--- src/common/pcg_regs.svh ---
// register offsets, field positions and reset values of the clock gates
// assumes a 32-bit avalon-mm slave with byte addresses, one word per index
//
// Behaviour
// - enable bit zero stops the peripheral clock
// - enable bit one delivers the peripheral clock
// - reset clears all four gating registers
// - timer register: bits 5,4,1,0 gate timers
// - serial register: bit 4 i2c, 1,0 uarts
// - third register gates rtc and sync serial
// - external irq register: bits 5..0 gate inputs
`ifndef PCG_REGS_SVH
`define PCG_REGS_SVH

// register indices; byte address is four times the index
`define PCG_IDX_TIMER 12'hf74
`define PCG_IDX_SERIAL 12'hf75
`define PCG_IDX_RTC_SIO 12'hf76
`define PCG_IDX_EXT_IRQ 12'hf77
`define PCG_IDX_STATUS 12'hf78
`define PCG_BYTE_ADDR(idx) {idx, 2'b00}

`define PCG_RESET_VAL 8'h00

// field positions inside each gating register
`define PCG_TIMER_PAIR_B_BIT 5
`define PCG_TIMER_PAIR_A_BIT 4
`define PCG_TIMER_A_UNIT1_BIT 1
`define PCG_TIMER_A_UNIT0_BIT 0
`define PCG_I2C_PORT_BIT 4
`define PCG_ASYNC_PORT1_BIT 1
`define PCG_ASYNC_PORT0_BIT 0
`define PCG_REALTIME_CLOCK_BIT 1
`define PCG_SYNC_SERIAL_BIT 0

// gated clock vector layout
`define PCG_NUM_GATES 15
`define PCG_G_TIMER 0
`define PCG_G_SERIAL 4
`define PCG_G_RTC 7
`define PCG_G_SIO 8
`define PCG_G_EXT_IRQ 9

`endif

--- src/common/pcg_pkg.sv ---
// types shared by the clock gating top and its gate bank
// assumes pcg_regs.svh for the widths
`include "pcg_regs.svh"

package pcg_pkg;
   typedef logic [7:0] pcg_byte_t;
   typedef logic [`PCG_NUM_GATES-1:0] pcg_gate_vec_t;
   typedef enum logic [1:0] {
      PCG_ST_IDLE = 2'b01,
      PCG_ST_DONE = 2'b10
   } pcg_bus_state_e;
endpackage : pcg_pkg

--- src/common/pcg_gate_if.sv ---
// enables to the gate bank, gated clocks and activity back
// assumes both ends run on sys_clk
`timescale 1ns/100ps
interface pcg_gate_if;
   pcg_pkg::pcg_gate_vec_t enable;
   pcg_pkg::pcg_gate_vec_t gclk;
   pcg_pkg::pcg_gate_vec_t active;
   modport ctrl (output enable, input gclk, input active);
   modport bank (input enable, output gclk, output active);
endinterface : pcg_gate_if

--- src/rtl/pcg_gate_bank.sv ---
// one glitch-free gated basic clock per enable bit
// assumes sys_clk free running; each basic clock is sys_clk divided by two
`timescale 1ns/100ps
`include "pcg_regs.svh"
module pcg_gate_bank (
   input wire logic sys_clk,
   input wire logic rstn,
   pcg_gate_if.bank gates
);
   genvar g;
   generate
      for (g = 0; g < `PCG_NUM_GATES; g = g + 1) begin : gen_gate
         logic clk_q;
         logic clk_d;
         logic act_q;
         // a high phase always completes before the clock parks low,
         // and a restart only begins from low, so no pulse is cut short
         assign clk_d = clk_q ? 1'b0 : gates.enable[g];
         always_ff @(posedge sys_clk or negedge rstn) begin
            if (!rstn) begin
               clk_q <= 1'b0;
               act_q <= 1'b0;
            end else begin
               clk_q <= clk_d;
               act_q <= clk_d | clk_q;
            end
         end
         assign gates.gclk[g] = clk_q;
         assign gates.active[g] = act_q;
      end
   endgenerate
endmodule : pcg_gate_bank

--- src/rtl/pcg_top.sv ---
// peripheral clock gating: four gating registers on avalon-mm,
// fifteen gated basic clocks out
// assumes a single avalon master on sys_clk; peripherals take the
// gated clocks as their basic clock
//
// The Avalon-MM slave port is this design's own decision.
`timescale 1ns/100ps
`include "pcg_regs.svh"
module pcg_top (
   input wire logic sys_clk,
   input wire logic rstn,
   input wire logic [13:0] avs_address,
   input wire logic avs_read,
   input wire logic avs_write,
   input wire logic [31:0] avs_writedata,
   input wire logic [3:0] avs_byteenable,
   output logic [31:0] avs_readdata,
   output logic avs_waitrequest,
   output logic [1:0] avs_response,
   output logic [3:0] timer_clk,
   output logic [2:0] serial_clk,
   output logic rtc_clk,
   output logic sio_clk,
   output logic [5:0] ext_irq_clk
);
   localparam logic [1:0] RESP_OKAY = 2'b00;
   localparam logic [1:0] RESP_DECODEERROR = 2'b11;
   localparam logic [13:0] ADDR_TIMER = `PCG_BYTE_ADDR(`PCG_IDX_TIMER);
   localparam logic [13:0] ADDR_SERIAL = `PCG_BYTE_ADDR(`PCG_IDX_SERIAL);
   localparam logic [13:0] ADDR_RTC_SIO = `PCG_BYTE_ADDR(`PCG_IDX_RTC_SIO);
   localparam logic [13:0] ADDR_EXT_IRQ = `PCG_BYTE_ADDR(`PCG_IDX_EXT_IRQ);
   localparam logic [13:0] ADDR_STATUS = `PCG_BYTE_ADDR(`PCG_IDX_STATUS);

   pcg_pkg::pcg_byte_t timer_clock_gate_q;
   pcg_pkg::pcg_byte_t serial_clock_gate_q;
   pcg_pkg::pcg_byte_t rtc_sio_clock_gate_q;
   pcg_pkg::pcg_byte_t ext_irq_clock_gate_q;
   pcg_pkg::pcg_bus_state_e state_q;
   pcg_pkg::pcg_bus_state_e state_d;
   logic waitrequest_q;
   logic waitrequest_d;
   logic [31:0] readdata_q;
   logic [31:0] readdata_d;
   logic [1:0] response_q;
   logic [1:0] response_d;
   pcg_pkg::pcg_gate_vec_t gclk_q;

   pcg_gate_if gates ();

   // ---------------- address decode ----------------
   wire req = avs_read | avs_write;
   wire sel_timer = (avs_address == ADDR_TIMER);
   wire sel_serial = (avs_address == ADDR_SERIAL);
   wire sel_rtc_sio = (avs_address == ADDR_RTC_SIO);
   wire sel_ext_irq = (avs_address == ADDR_EXT_IRQ);
   wire sel_status = (avs_address == ADDR_STATUS);
   // reserved and other addresses answer decodeerror, read as zero
   wire mapped = sel_timer | sel_serial | sel_rtc_sio | sel_ext_irq
      | sel_status;
   // a write lands only at the edge where waitrequest is seen low
   wire accept = req & ~waitrequest_q;
   wire wr_lane0 = accept & avs_write & avs_byteenable[0];
   wire wr_timer = wr_lane0 & sel_timer;
   wire wr_serial = wr_lane0 & sel_serial;
   wire wr_rtc_sio = wr_lane0 & sel_rtc_sio;
   wire wr_ext_irq = wr_lane0 & sel_ext_irq;
   wire [7:0] wbyte = avs_writedata[7:0];

   // ---------------- read mux ----------------
   wire [31:0] rd_word =
      sel_timer ? {24'h000000, timer_clock_gate_q} :
      sel_serial ? {24'h000000, serial_clock_gate_q} :
      sel_rtc_sio ? {24'h000000, rtc_sio_clock_gate_q} :
      sel_ext_irq ? {24'h000000, ext_irq_clock_gate_q} :
      sel_status ? {17'h00000, gates.active} :
      32'h00000000;

   // ---------------- bus handshake ----------------
   // one wait cycle: data are captured while waitrequest is high, so
   // they already stand at the accepting edge
   always_comb begin
      state_d = state_q;
      waitrequest_d = 1'b1;
      readdata_d = readdata_q;
      response_d = response_q;
      case (state_q)
         pcg_pkg::PCG_ST_IDLE: begin
            if (req) begin
               state_d = pcg_pkg::PCG_ST_DONE;
               waitrequest_d = 1'b0;
               readdata_d = avs_read ? rd_word : 32'h00000000;
               response_d = mapped ? RESP_OKAY : RESP_DECODEERROR;
            end
         end
         pcg_pkg::PCG_ST_DONE: begin
            state_d = pcg_pkg::PCG_ST_IDLE;
         end
         default: begin
            state_d = pcg_pkg::PCG_ST_IDLE;
         end
      endcase
   end

   always_ff @(posedge sys_clk or negedge rstn) begin
      if (!rstn) begin
         state_q <= pcg_pkg::PCG_ST_IDLE;
         waitrequest_q <= 1'b1;
         readdata_q <= 32'h00000000;
         response_q <= 2'b00;
      end else begin
         state_q <= state_d;
         waitrequest_q <= waitrequest_d;
         readdata_q <= readdata_d;
         response_q <= response_d;
      end
   end

   // ---------------- gating registers ----------------
   // every bit is read/write, including those with no gate behind them;
   // clearing a bit of a busy peripheral is software's hazard, not ours
   always_ff @(posedge sys_clk or negedge rstn) begin
      if (!rstn) begin
         timer_clock_gate_q <= `PCG_RESET_VAL;
         serial_clock_gate_q <= `PCG_RESET_VAL;
         rtc_sio_clock_gate_q <= `PCG_RESET_VAL;
         ext_irq_clock_gate_q <= `PCG_RESET_VAL;
      end else begin
         if (wr_timer) begin
            timer_clock_gate_q <= wbyte;
         end
         if (wr_serial) begin
            serial_clock_gate_q <= wbyte;
         end
         if (wr_rtc_sio) begin
            rtc_sio_clock_gate_q <= wbyte;
         end
         if (wr_ext_irq) begin
            ext_irq_clock_gate_q <= wbyte;
         end
      end
   end

   // ---------------- enable mapping ----------------
   wire timer_pair_b_gate = timer_clock_gate_q[`PCG_TIMER_PAIR_B_BIT];
   wire timer_pair_a_gate = timer_clock_gate_q[`PCG_TIMER_PAIR_A_BIT];
   wire timer_a_unit1_gate = timer_clock_gate_q[`PCG_TIMER_A_UNIT1_BIT];
   wire timer_a_unit0_gate = timer_clock_gate_q[`PCG_TIMER_A_UNIT0_BIT];
   wire i2c_port_gate = serial_clock_gate_q[`PCG_I2C_PORT_BIT];
   wire async_port1_gate = serial_clock_gate_q[`PCG_ASYNC_PORT1_BIT];
   wire async_port0_gate = serial_clock_gate_q[`PCG_ASYNC_PORT0_BIT];
   wire realtime_clock_gate = rtc_sio_clock_gate_q[`PCG_REALTIME_CLOCK_BIT];
   wire sync_serial_gate = rtc_sio_clock_gate_q[`PCG_SYNC_SERIAL_BIT];
   wire [5:0] ext_irq_gates = ext_irq_clock_gate_q[5:0];

   assign gates.enable[`PCG_G_TIMER+3] = timer_pair_b_gate;
   assign gates.enable[`PCG_G_TIMER+2] = timer_pair_a_gate;
   assign gates.enable[`PCG_G_TIMER+1] = timer_a_unit1_gate;
   assign gates.enable[`PCG_G_TIMER] = timer_a_unit0_gate;
   assign gates.enable[`PCG_G_SERIAL+2] = i2c_port_gate;
   assign gates.enable[`PCG_G_SERIAL+1] = async_port1_gate;
   assign gates.enable[`PCG_G_SERIAL] = async_port0_gate;
   assign gates.enable[`PCG_G_RTC] = realtime_clock_gate;
   assign gates.enable[`PCG_G_SIO] = sync_serial_gate;
   assign gates.enable[`PCG_G_EXT_IRQ+5:`PCG_G_EXT_IRQ] = ext_irq_gates;

   pcg_gate_bank u_gate_bank (
      .sys_clk(sys_clk),
      .rstn(rstn),
      .gates(gates.bank)
   );

   assign gclk_q = gates.gclk;

   // ---------------- outputs ----------------
   assign avs_waitrequest = waitrequest_q;
   assign avs_readdata = readdata_q;
   assign avs_response = response_q;
   // gated clocks come straight from the gate bank flops
   assign timer_clk = gclk_q[`PCG_G_TIMER+3:`PCG_G_TIMER];
   assign serial_clk = gclk_q[`PCG_G_SERIAL+2:`PCG_G_SERIAL];
   assign rtc_clk = gclk_q[`PCG_G_RTC];
   assign sio_clk = gclk_q[`PCG_G_SIO];
   assign ext_irq_clk = gclk_q[`PCG_G_EXT_IRQ+5:`PCG_G_EXT_IRQ];
endmodule : pcg_top

--- config.mk ---
export PLATFORM = sky130hd
export DESIGN_NAME = pcg_top
export DESIGN_NICKNAME = d
export VERILOG_FILES = /design/src/common/pcg_pkg.sv /design/src/common/pcg_gate_if.sv /design/src/rtl/pcg_gate_bank.sv /design/src/rtl/pcg_top.sv
export VERILOG_INCLUDE_DIRS = /design/src /design/src/common
export SDC_FILE = /design/constraint.sdc
export NUM_CORES = 1
export LEC_CHECK = 0
export BUFFER_PORTS_ARGS = -buffer_cell sky130_fd_sc_hd__clkbuf_2
export CELL_PAD_IN_SITES_DETAIL_PLACEMENT = 1
export CELL_PAD_IN_SITES_GLOBAL_PLACEMENT = 1
export CORE_UTILIZATION = 37
export DETAILED_ROUTE_END_ITERATION = 8
export PLACE_DENSITY_LB_ADDON = 0.1
export SKIP_LAST_GASP = 1
export SYNTH_ARGS = -nofsm -noshare
export SYNTH_HDL_FRONTEND = slang
export SYNTH_SLANG_ARGS = --single-unit
--- constraint.sdc ---
create_clock -name sys_clk -period 1.6 [get_ports sys_clk]
set_clock_uncertainty 0.15 [all_clocks]
set_input_delay 0 -clock sys_clk [delete_from_list [all_inputs] [get_ports sys_clk]]
set_output_delay 0 -clock sys_clk [all_outputs]
set_load 0.01 [all_outputs]
==> impl_metrics.tcl, run 1 <==
set metrics [dict create \
    holdPathStages 6 \
    drv_slew 0 \
    netlist_instances 272 \
    initial_core_util_pct 38.6 \
    dr.pass1.iters 4 \
    worstPathCellList "and3b_1 -> and4_4 -> and3_4 -> mux2_4" \
    grt.total_usage_pct 18.9 \
    grt_first_pass_wirelength_mm 14.2 \
    muxShareOfSynthArea_pct 10.9 \
    port_buffers 59 \
    synth-compound-area-share_pct 11.2 \
    gp_congestion 0.777 \
    power_frac_seq_pct 50.4 \
    dieArea_mm2 0.0101 \
    rsz0062_at_grt "yes" \
    root_buffer "clkbuf_8" \
    synth_ff_type "dfrtp_1" \
    clk_pin_slew_worst_paths_ns 0.09 \
    ys_warn_count 0 \
    netlist.top_cell.by_area "dfrtp_1" \
    p_leak_uw 0.00244 \
    ys_types 39 \
    synth_top_family_by_area "simple AND/OR/NAND/NOR gates" \
    yosys.area_share.xor_xnor_pct 0 \
    cp.required_ns 1.69 \
    crit_type "flop to flop" \
    synth-async-reset-ratio_pct 100 \
    reg2reg_from "avs_waitrequest$_DFF_PN1_" \
    die_w_um 101 \
    cp_max_fo 8 \
    grt_pass1_vias 2630 \
    setup_viol_count_final 42 \
    dp_hpwl_mm 5.99 \
    wl_per_cell_um 18.3 \
    p_sw_share_pct 27.6 \
    drc 0 \
    grt_max_degree 36 \
    rows 35 \
    cts_buffer_depth 2 \
    fillCellCount 980 \
    synth-simple-area-share_pct 12.5 \
    via_count 2386 \
    n_antenna_cell 0 \
    seq_area_frac_synth_pct 56.4 \
    p_per_area_mw_per_mm2 914 \
    drt_iter0_drc 68 \
    worstSetupStartpointType "flop" \
    slowest_delay_ns 0.38 \
    cp_top_family "simple AND/OR/NAND/NOR gates" \
    worst-path-buf-inv 0 \
    drive_above_1_share_pct 47.1 \
    antenna_found_initial 0 \
    ys_ff_latch 81 \
    synthAdderAreaFrac_pct 0 \
    drv_cap 0 \
    design_area_mm2 0.00465 \
    dieHeight_um 101 \
    violations "setup timing" \
    dpl-instance-area_mm2 0.00412 \
    hold_start "avs_address[5]" \
    critPathSlowestCell "dfstp_2" \
    stdcell_count 486 \
    combPwrFrac_pct 12.5 \
    clock.fmax_mhz 567 \
    p_int_uw 3080 \
    p_clk_share_pct 37.1 \
    finalHoldViolations 0 \
    synth_top_area_share_pct 55.0 \
    fp.coreArea_mm2 0.00933 \
    wl_mm 8.89 \
    final_nets 406 \
    synth_area_per_cell_um2 13.2 \
    cts-htree-levels 3 \
    cp.arrival_ns 1.85 \
    synthTopCellsByArea "dfrtp_1 55%, mux2_2 7.5%, buf_4 6.5%" \
    r2r_setup_slack_ns -0.16 \
    hold_class "input port to flop" \
    period_minus_slack_ns 1.76 \
    p_sw_uw 1170 \
    cts_tree "done" \
    vias_per_cell 4.91 \
    synth_area_mm2 0.00360 \
    reg2regPathDepth 4 \
    cp-end-kind "flop" \
    rr_endpoint "ext_irq_clock_gate_q[5]$_DFFE_PN0P_" \
    overflow 0 \
    syn_to_final_growth_pct 29.4 \
    synth_edf_count 0 \
    fin_crit_sh_pct 110 \
    peakVddDrop_uv 433 \
    ios 104 \
    status "complete, but fails checks" \
    min_to "avs_response[0]$_DFFE_PN0P_" \
    synth_commonest_cells "79 x dfrtp_1, 31 x buf_4, 24 x mux2_2, 18 x nor2b_1, 16 x or2_2" \
    clkLatencyLatePin_ns 0.35 \
    ant_nets 0 \
    cts_made_buffers 9 \
    yosysMostFrequentCell "dfrtp_1" \
    place_inst 455 \
    clkSinkCount 81 \
    worst_slack_ns -0.162 \
]
==> metal layers <==
metal  global-route usage [%]  wire, um
met1                     24.9      4170
met2                     30.8      4150
met3                     3.19       437
met4                     8.25       140
met5                        0         0
==> through the flow <==
step                setup slack, ns  setup TNS (ns)  hold slack [ns]  utilization [%]  power (uW)
detailed placement           -0.232           -7.62           -0.226             44.2        2670
finish                       -0.162           -4.03            0.149             49.9        4250
CTS                          -0.150           -3.43            0.155             48.7        4320
global route                 -0.214           -7.02            0.188             49.9        4430
global placement             -0.189           -6.16           -0.226             44.2        2660
floorplan                    -0.205           -3.98           -0.446                -        2420
==> placed cells by master, fill, tap and decap left out, drive strengths merged, types with 2 or more instances in the layout <==
master / instances
a21o: 8
a221o: 8
a221oi: 8
a22o: 7
and4: 2
buf: 24
clkbuf: 67
conb: 17
dfrtp: 79
dfstp: 2
dlygate4sd3: 14
inv: 5
mux2: 32
nand2: 6
nand3b: 2
nand4: 9
nor2: 2
nor2b: 18
nor3: 2
o2111ai: 8
o21ai: 11
or2: 16
==> state kept, by name (all words and copies together) (netlist names) <==
register                    count
ext_irq_clock_gate_q            8
u_gate_bank.gen_gate.act_q     15
state_q                         2
timer_clock_gate_q              8
rtc_sio_clock_gate_q            8
u_gate_bank.gen_gate.clk_q     15
avs_waitrequest                 1
avs_response                    1
avs_readdata                   15
serial_clock_gate_q             8
==> repair_timing <==
item,in CTS,in global routing
buffers inserted,0,1
setup endpoints to repair,48,47
resized for setup,15,15
pin swaps,1,1
endpoints found under the hold margin,116,0
hold buffers,14,0
==> cell type report <==
class	count	area, um2	area share (%)
Tap cell	129	161	3.47
Clock buffer	9	124	2.66
Multi-Input combinational cell	163	1530	33.0
Clock inverter	7	83.8	1.80
Inverter	1	3.75	0.0807
Sequential cell	81	2030	43.6
Timing Repair Buffer	96	717	15.4
==> worst reg2reg max path, stage by stage, from the launching register on <==
cell     delay (ns)
dfstp_2        0.38
and3b_1        0.20
and4_4         0.27
and3_4         0.33
mux2_4         0.33
==> cell families (layout without fill, tap and decap cells) <==
group                  Yosys count  count (layout)
AO/OA/AOI/OAI                   51              51
buffers and inverters           44             113
flip-flops                      81              81
multiplexers                    32              32
other                            1              17
AND/OR/NAND/NOR                 63              63
==> power by group through the flow <==
stage | registers, uW | logic, uW | clock network (uW)
after global placement | 2180 | 485 | 0
final | 2140 | 532 | 1580
after floorplan | 2190 | 232 | 0
after CTS | 2140 | 539 | 1640
after global routing | 2150 | 587 | 1690
after detailed placement | 2180 | 496 | 0
==> worst max-delay path by stage <==
stage,cells after the start,start,slack (ns),to
floorplan,6,avs_waitrequest$_DFF_PN1_,-0.21,ext_irq_clock_gate_q[0]$_DFFE_PN0P_
global placement,5,avs_waitrequest$_DFF_PN1_,-0.19,rtc_sio_clock_gate_q[0]$_DFFE_PN0P_
detailed placement,5,avs_waitrequest$_DFF_PN1_,-0.23,rtc_sio_clock_gate_q[5]$_DFFE_PN0P_
CTS,5,avs_waitrequest$_DFF_PN1_,-0.15,rtc_sio_clock_gate_q[6]$_DFFE_PN0P_
global route,4,avs_waitrequest$_DFF_PN1_,-0.21,ext_irq_clock_gate_q[4]$_DFFE_PN0P_
finish,4,avs_waitrequest$_DFF_PN1_,-0.16,ext_irq_clock_gate_q[5]$_DFFE_PN0P_
Note: power is estimated with default switching activity, not from simulation.
==> run 2: changes to the inputs <==
--- a/config.mk
+++ b/config.mk
@@ -9,10 +9,12 @@
 export BUFFER_PORTS_ARGS = -buffer_cell sky130_fd_sc_hd__clkbuf_2
 export CELL_PAD_IN_SITES_DETAIL_PLACEMENT = 1
 export CELL_PAD_IN_SITES_GLOBAL_PLACEMENT = 1
-export CORE_UTILIZATION = 37
+export CORE_UTILIZATION = 38
+export CTS_BUF_LIST = sky130_fd_sc_hd__clkbuf_4 sky130_fd_sc_hd__clkbuf_8
 export DETAILED_ROUTE_END_ITERATION = 8
 export PLACE_DENSITY_LB_ADDON = 0.1
 export SKIP_LAST_GASP = 1
 export SYNTH_ARGS = -nofsm -noshare
 export SYNTH_HDL_FRONTEND = slang
+export SYNTH_HIERARCHICAL = 1
 export SYNTH_SLANG_ARGS = --single-unit
==> run 2 against run 1 <==
  * The run ends with hold timing, setup timing left
  * Sequential power about the same
  * First-iteration DRC count decreased by 12%
  * Clock power is 4% lower
  * Utilization fell by 0.51 points
  * Hold slack got worse by 0.19 ns
  * Final area is 1.5% lower
  * Area after synthesis rose by 1.4%
  * Non-clock buffer count is 1 lower
  * Final cell count rose by 1.2%
  * Count of clock-buffer cells in the layout is 2 higher
  * Largest cell class unchanged
  * Largest power group unchanged
==> impl_metrics.tcl, run 2 <==
set metrics [dict create \
    status "complete, but fails checks" \
    violations "hold timing, setup timing" \
    p_sw_share_pct 26.2 \
    yosysMostFrequentCell "dfrtp_1" \
    use_met1_pct 26.7 \
    regArea_mm2 0.00203 \
    synth_area_mm2 0.00365 \
    final_common_cell "dfrtp_1" \
    drt_iter0_drc 60 \
    worst-path-buf-inv 0 \
    mostFrequentLayoutCells "79 x dfrtp_1, 58 x clkbuf_2, 32 x mux2_4" \
    synth_top_area_share_pct 54.2 \
    critPathSlowestCell "dfstp_2" \
    synth_ff_type "dfrtp_1" \
    fin_util_pct 49.4 \
    cts-htree-levels 3 \
    cp.arrival_ns 1.89 \
    synth_area_per_cell_um2 12.5 \
    holdWs_ns -0.0389 \
    hold_buffers 15 \
    gp_congestion 0.724 \
    grt_pass1_vias 2352 \
    clkLatencyLatePin_ns 0.35 \
    synthTopCellsByArea "dfrtp_1 54%, buf_4 10%, mux2_2 8.3%" \
    syn_to_final_growth_pct 25.7 \
    netlist.top_cell.by_area "dfrtp_1" \
    hold_class "input port to async pin" \
    rsz0062_at_grt "yes" \
    multi_input_area_mm2 0.00156 \
    p_clk_share_pct 36.1 \
    clock.fmax_mhz 554 \
    finalHoldViolations 23 \
    die_w_um 100 \
    grt_first_pass_wirelength_mm 13.3 \
    worstPathCellList "and3b_1 -> and4bb_4 -> nand3b_4 -> mux2_4" \
    synth_commonest_cells "79 x dfrtp_1, 49 x buf_4, 27 x mux2_2, 15 x or2_1, 13 x and2b_2" \
    p_int_uw 3080 \
    seq_area_frac_synth_pct 55.7 \
    rows 35 \
    fin_crit_sh_pct 113 \
    dr.pass1.iters 4 \
    ys_warn_count 6 \
    p_per_area_mw_per_mm2 911 \
    drv_cap 0 \
    power_frac_seq_pct 51.0 \
    slowest_delay_ns 0.38 \
    period_minus_slack_ns 1.80 \
    grt_use_met2_pct 26.5 \
    dp_hpwl_mm 5.52 \
    synth_edf_count 0 \
    root_buffer "clkbuf_8" \
    cp-end-kind "flop" \
    fillCellCount 996 \
    netlist_instances 291 \
    worstSetupStartpointType "flop" \
    ant_nets 0 \
    cts_tree "done" \
    worst_slack_ns -0.204 \
    cp.required_ns 1.69 \
    drive_above_1_share_pct 45.2 \
    drv_slew 0 \
    p_leak_uw 0.00243 \
    crit_type "flop to flop" \
    grt_use_met3_pct 2.92 \
    cp_max_fo 8 \
    cts_buffer_depth 2 \
    ys_types 35 \
    clkSinkCount 81 \
    wl_per_cell_um 17.8 \
    fp.coreArea_mm2 0.00928 \
    grt.total_usage_pct 18.1 \
    ios 104 \
    final_nets 412 \
    drc 0 \
    peakVddDrop_uv 412 \
    combPwrFrac_pct 12.8 \
    ys_ff_latch 81 \
    n_antenna_cell 0 \
    synth-async-reset-ratio_pct 100 \
    initial_core_util_pct 39.3 \
    cp_top_family "simple AND/OR/NAND/NOR gates" \
    dieHeight_um 100 \
    p_total_uw 4180 \
    port_buffers 59 \
    overflow 0 \
    p_sw_uw 1090 \
    clk_pin_slew_worst_paths_ns 0.08 \
    busiest_layer "met1" \
    wl_mm 8.76 \
    cts_made_buffers 9 \
    setup_viol_count_final 47 \
    via_count 2343 \
    vias_per_cell 4.76 \
    antenna_found_initial 0 \
    grt_max_degree 31 \
    dieArea_mm2 0.00999 \
]
-- run 2: cell types whose count changed after synthesis, moves of 8 or more --
| cell | change |
|---|---|
| mux2_4 | -8 |
| or2_1 | +15 |
| a31oi_1 | +8 |
| a21o_1 | -8 |
| or2_2 | -16 |
| o2bb2ai_1 | +8 |
| nor2_1 | +11 |
| and2b_2 | +13 |
| o2111ai_1 | -8 |
| a221oi_1 | -8 |
| nor2b_1 | -17 |
| buf_4 | +18 |
-- run 2: final cells by class --
type                    count  share of cell area, %
flip-flops and latches     81                   44.3
multi-input cells         170                   34.0
repair buffers             95                   13.9
well taps                 129                   3.52
clock buffers              11                   3.03
clock inverters             5                   1.23
inverters                   1                 0.0819
-- run 2: final timing paths --
path                                                          startpoint                                        to  slack (ns)  cells past startpoint
max in group asynchronous                                           rstn  u_gate_bank/gen_gate[14].act_q$_DFF_PN0_        0.26                      3
worst max register to register                 avs_waitrequest$_DFF_PN1_        serial_clock_gate_q[5]$_DFFE_PN0P_       -0.20                      4
worst max-delay path                           avs_waitrequest$_DFF_PN1_        serial_clock_gate_q[5]$_DFFE_PN0P_       -0.20                      4
worst min register to register  u_gate_bank/gen_gate[14].act_q$_DFF_PN0_              avs_readdata[14]$_DFFE_PN0P_        0.31                      1
worst min-delay path                                                rstn  u_gate_bank/gen_gate[12].clk_q$_DFF_PN0_       -0.04                      2
min in group sys_clk                                      avs_address[2]               avs_readdata[0]$_DFFE_PN0P_        0.18                      4
-- run 2: what timing repair did --
| item | CTS | global route |
|---|---|---|
| hold endpoints to repair | 117 | 23 |
| setup endpoints to repair | 48 | 48 |
| resized for setup | 33 | 24 |
| buffers inserted | 1 | 2 |
| pin swaps | 9 | 9 |
| cloned | 0 | 1 |
-- run 2: power groups by stage --
| stage | clock [uW] | combinational (uW) | sequential [uW] |
|---|---|---|---|
| 6_report | 1510 | 535 | 2130 |
| 5_1_grt | 1630 | 581 | 2140 |
| 4_1_cts | 1540 | 424 | 2120 |
| 3_5_place_dp | 0 | 363 | 2160 |
| 3_3_place_gp | 0 | 360 | 2160 |
| 2_1_floorplan | 0 | 174 | 2160 |
-- run 2: layer usage --
metal | share of wire (%) | wire length [um]
met2 | 44 | 3820
met5 | 0 | 0
met4 | 1.7 | 153
met1 | 51 | 4450
met3 | 3.8 | 336
-- run 2: worst register-to-register path: cells and delay by family, from the launching register on --
family	cells	cell delay (ns)
flip-flops	1	0.38
multiplexers	1	0.35
AND/OR/NAND/NOR	3	0.81
-- run 2: kinds of logic (layout without fill, tap and decap cells) --
logic type | Yosys count | after routing | synth area share, %
other | 1 | 17 | 0.103
AO/OA/AOI/OAI | 43 | 44 | 8.82
flip-flops | 81 | 81 | 55.7
buffers and inverters | 57 | 112 | 10.9
multiplexers | 33 | 33 | 10.2
AND/OR/NAND/NOR | 76 | 76 | 14.3
-- run 2: metrics by stage --
stage	worst slack (ns)	area [um2]	cells	TNS [ns]
after floorplan	-0.157	3730	307	-4.67
after global placement	-0.288	3950	458	-11.71
after detailed placement	-0.290	3950	458	-11.60
after CTS	-0.195	4420	489	-6.92
after global routing	-0.242	4580	492	-9.04
final	-0.204	4580	492	-6.91
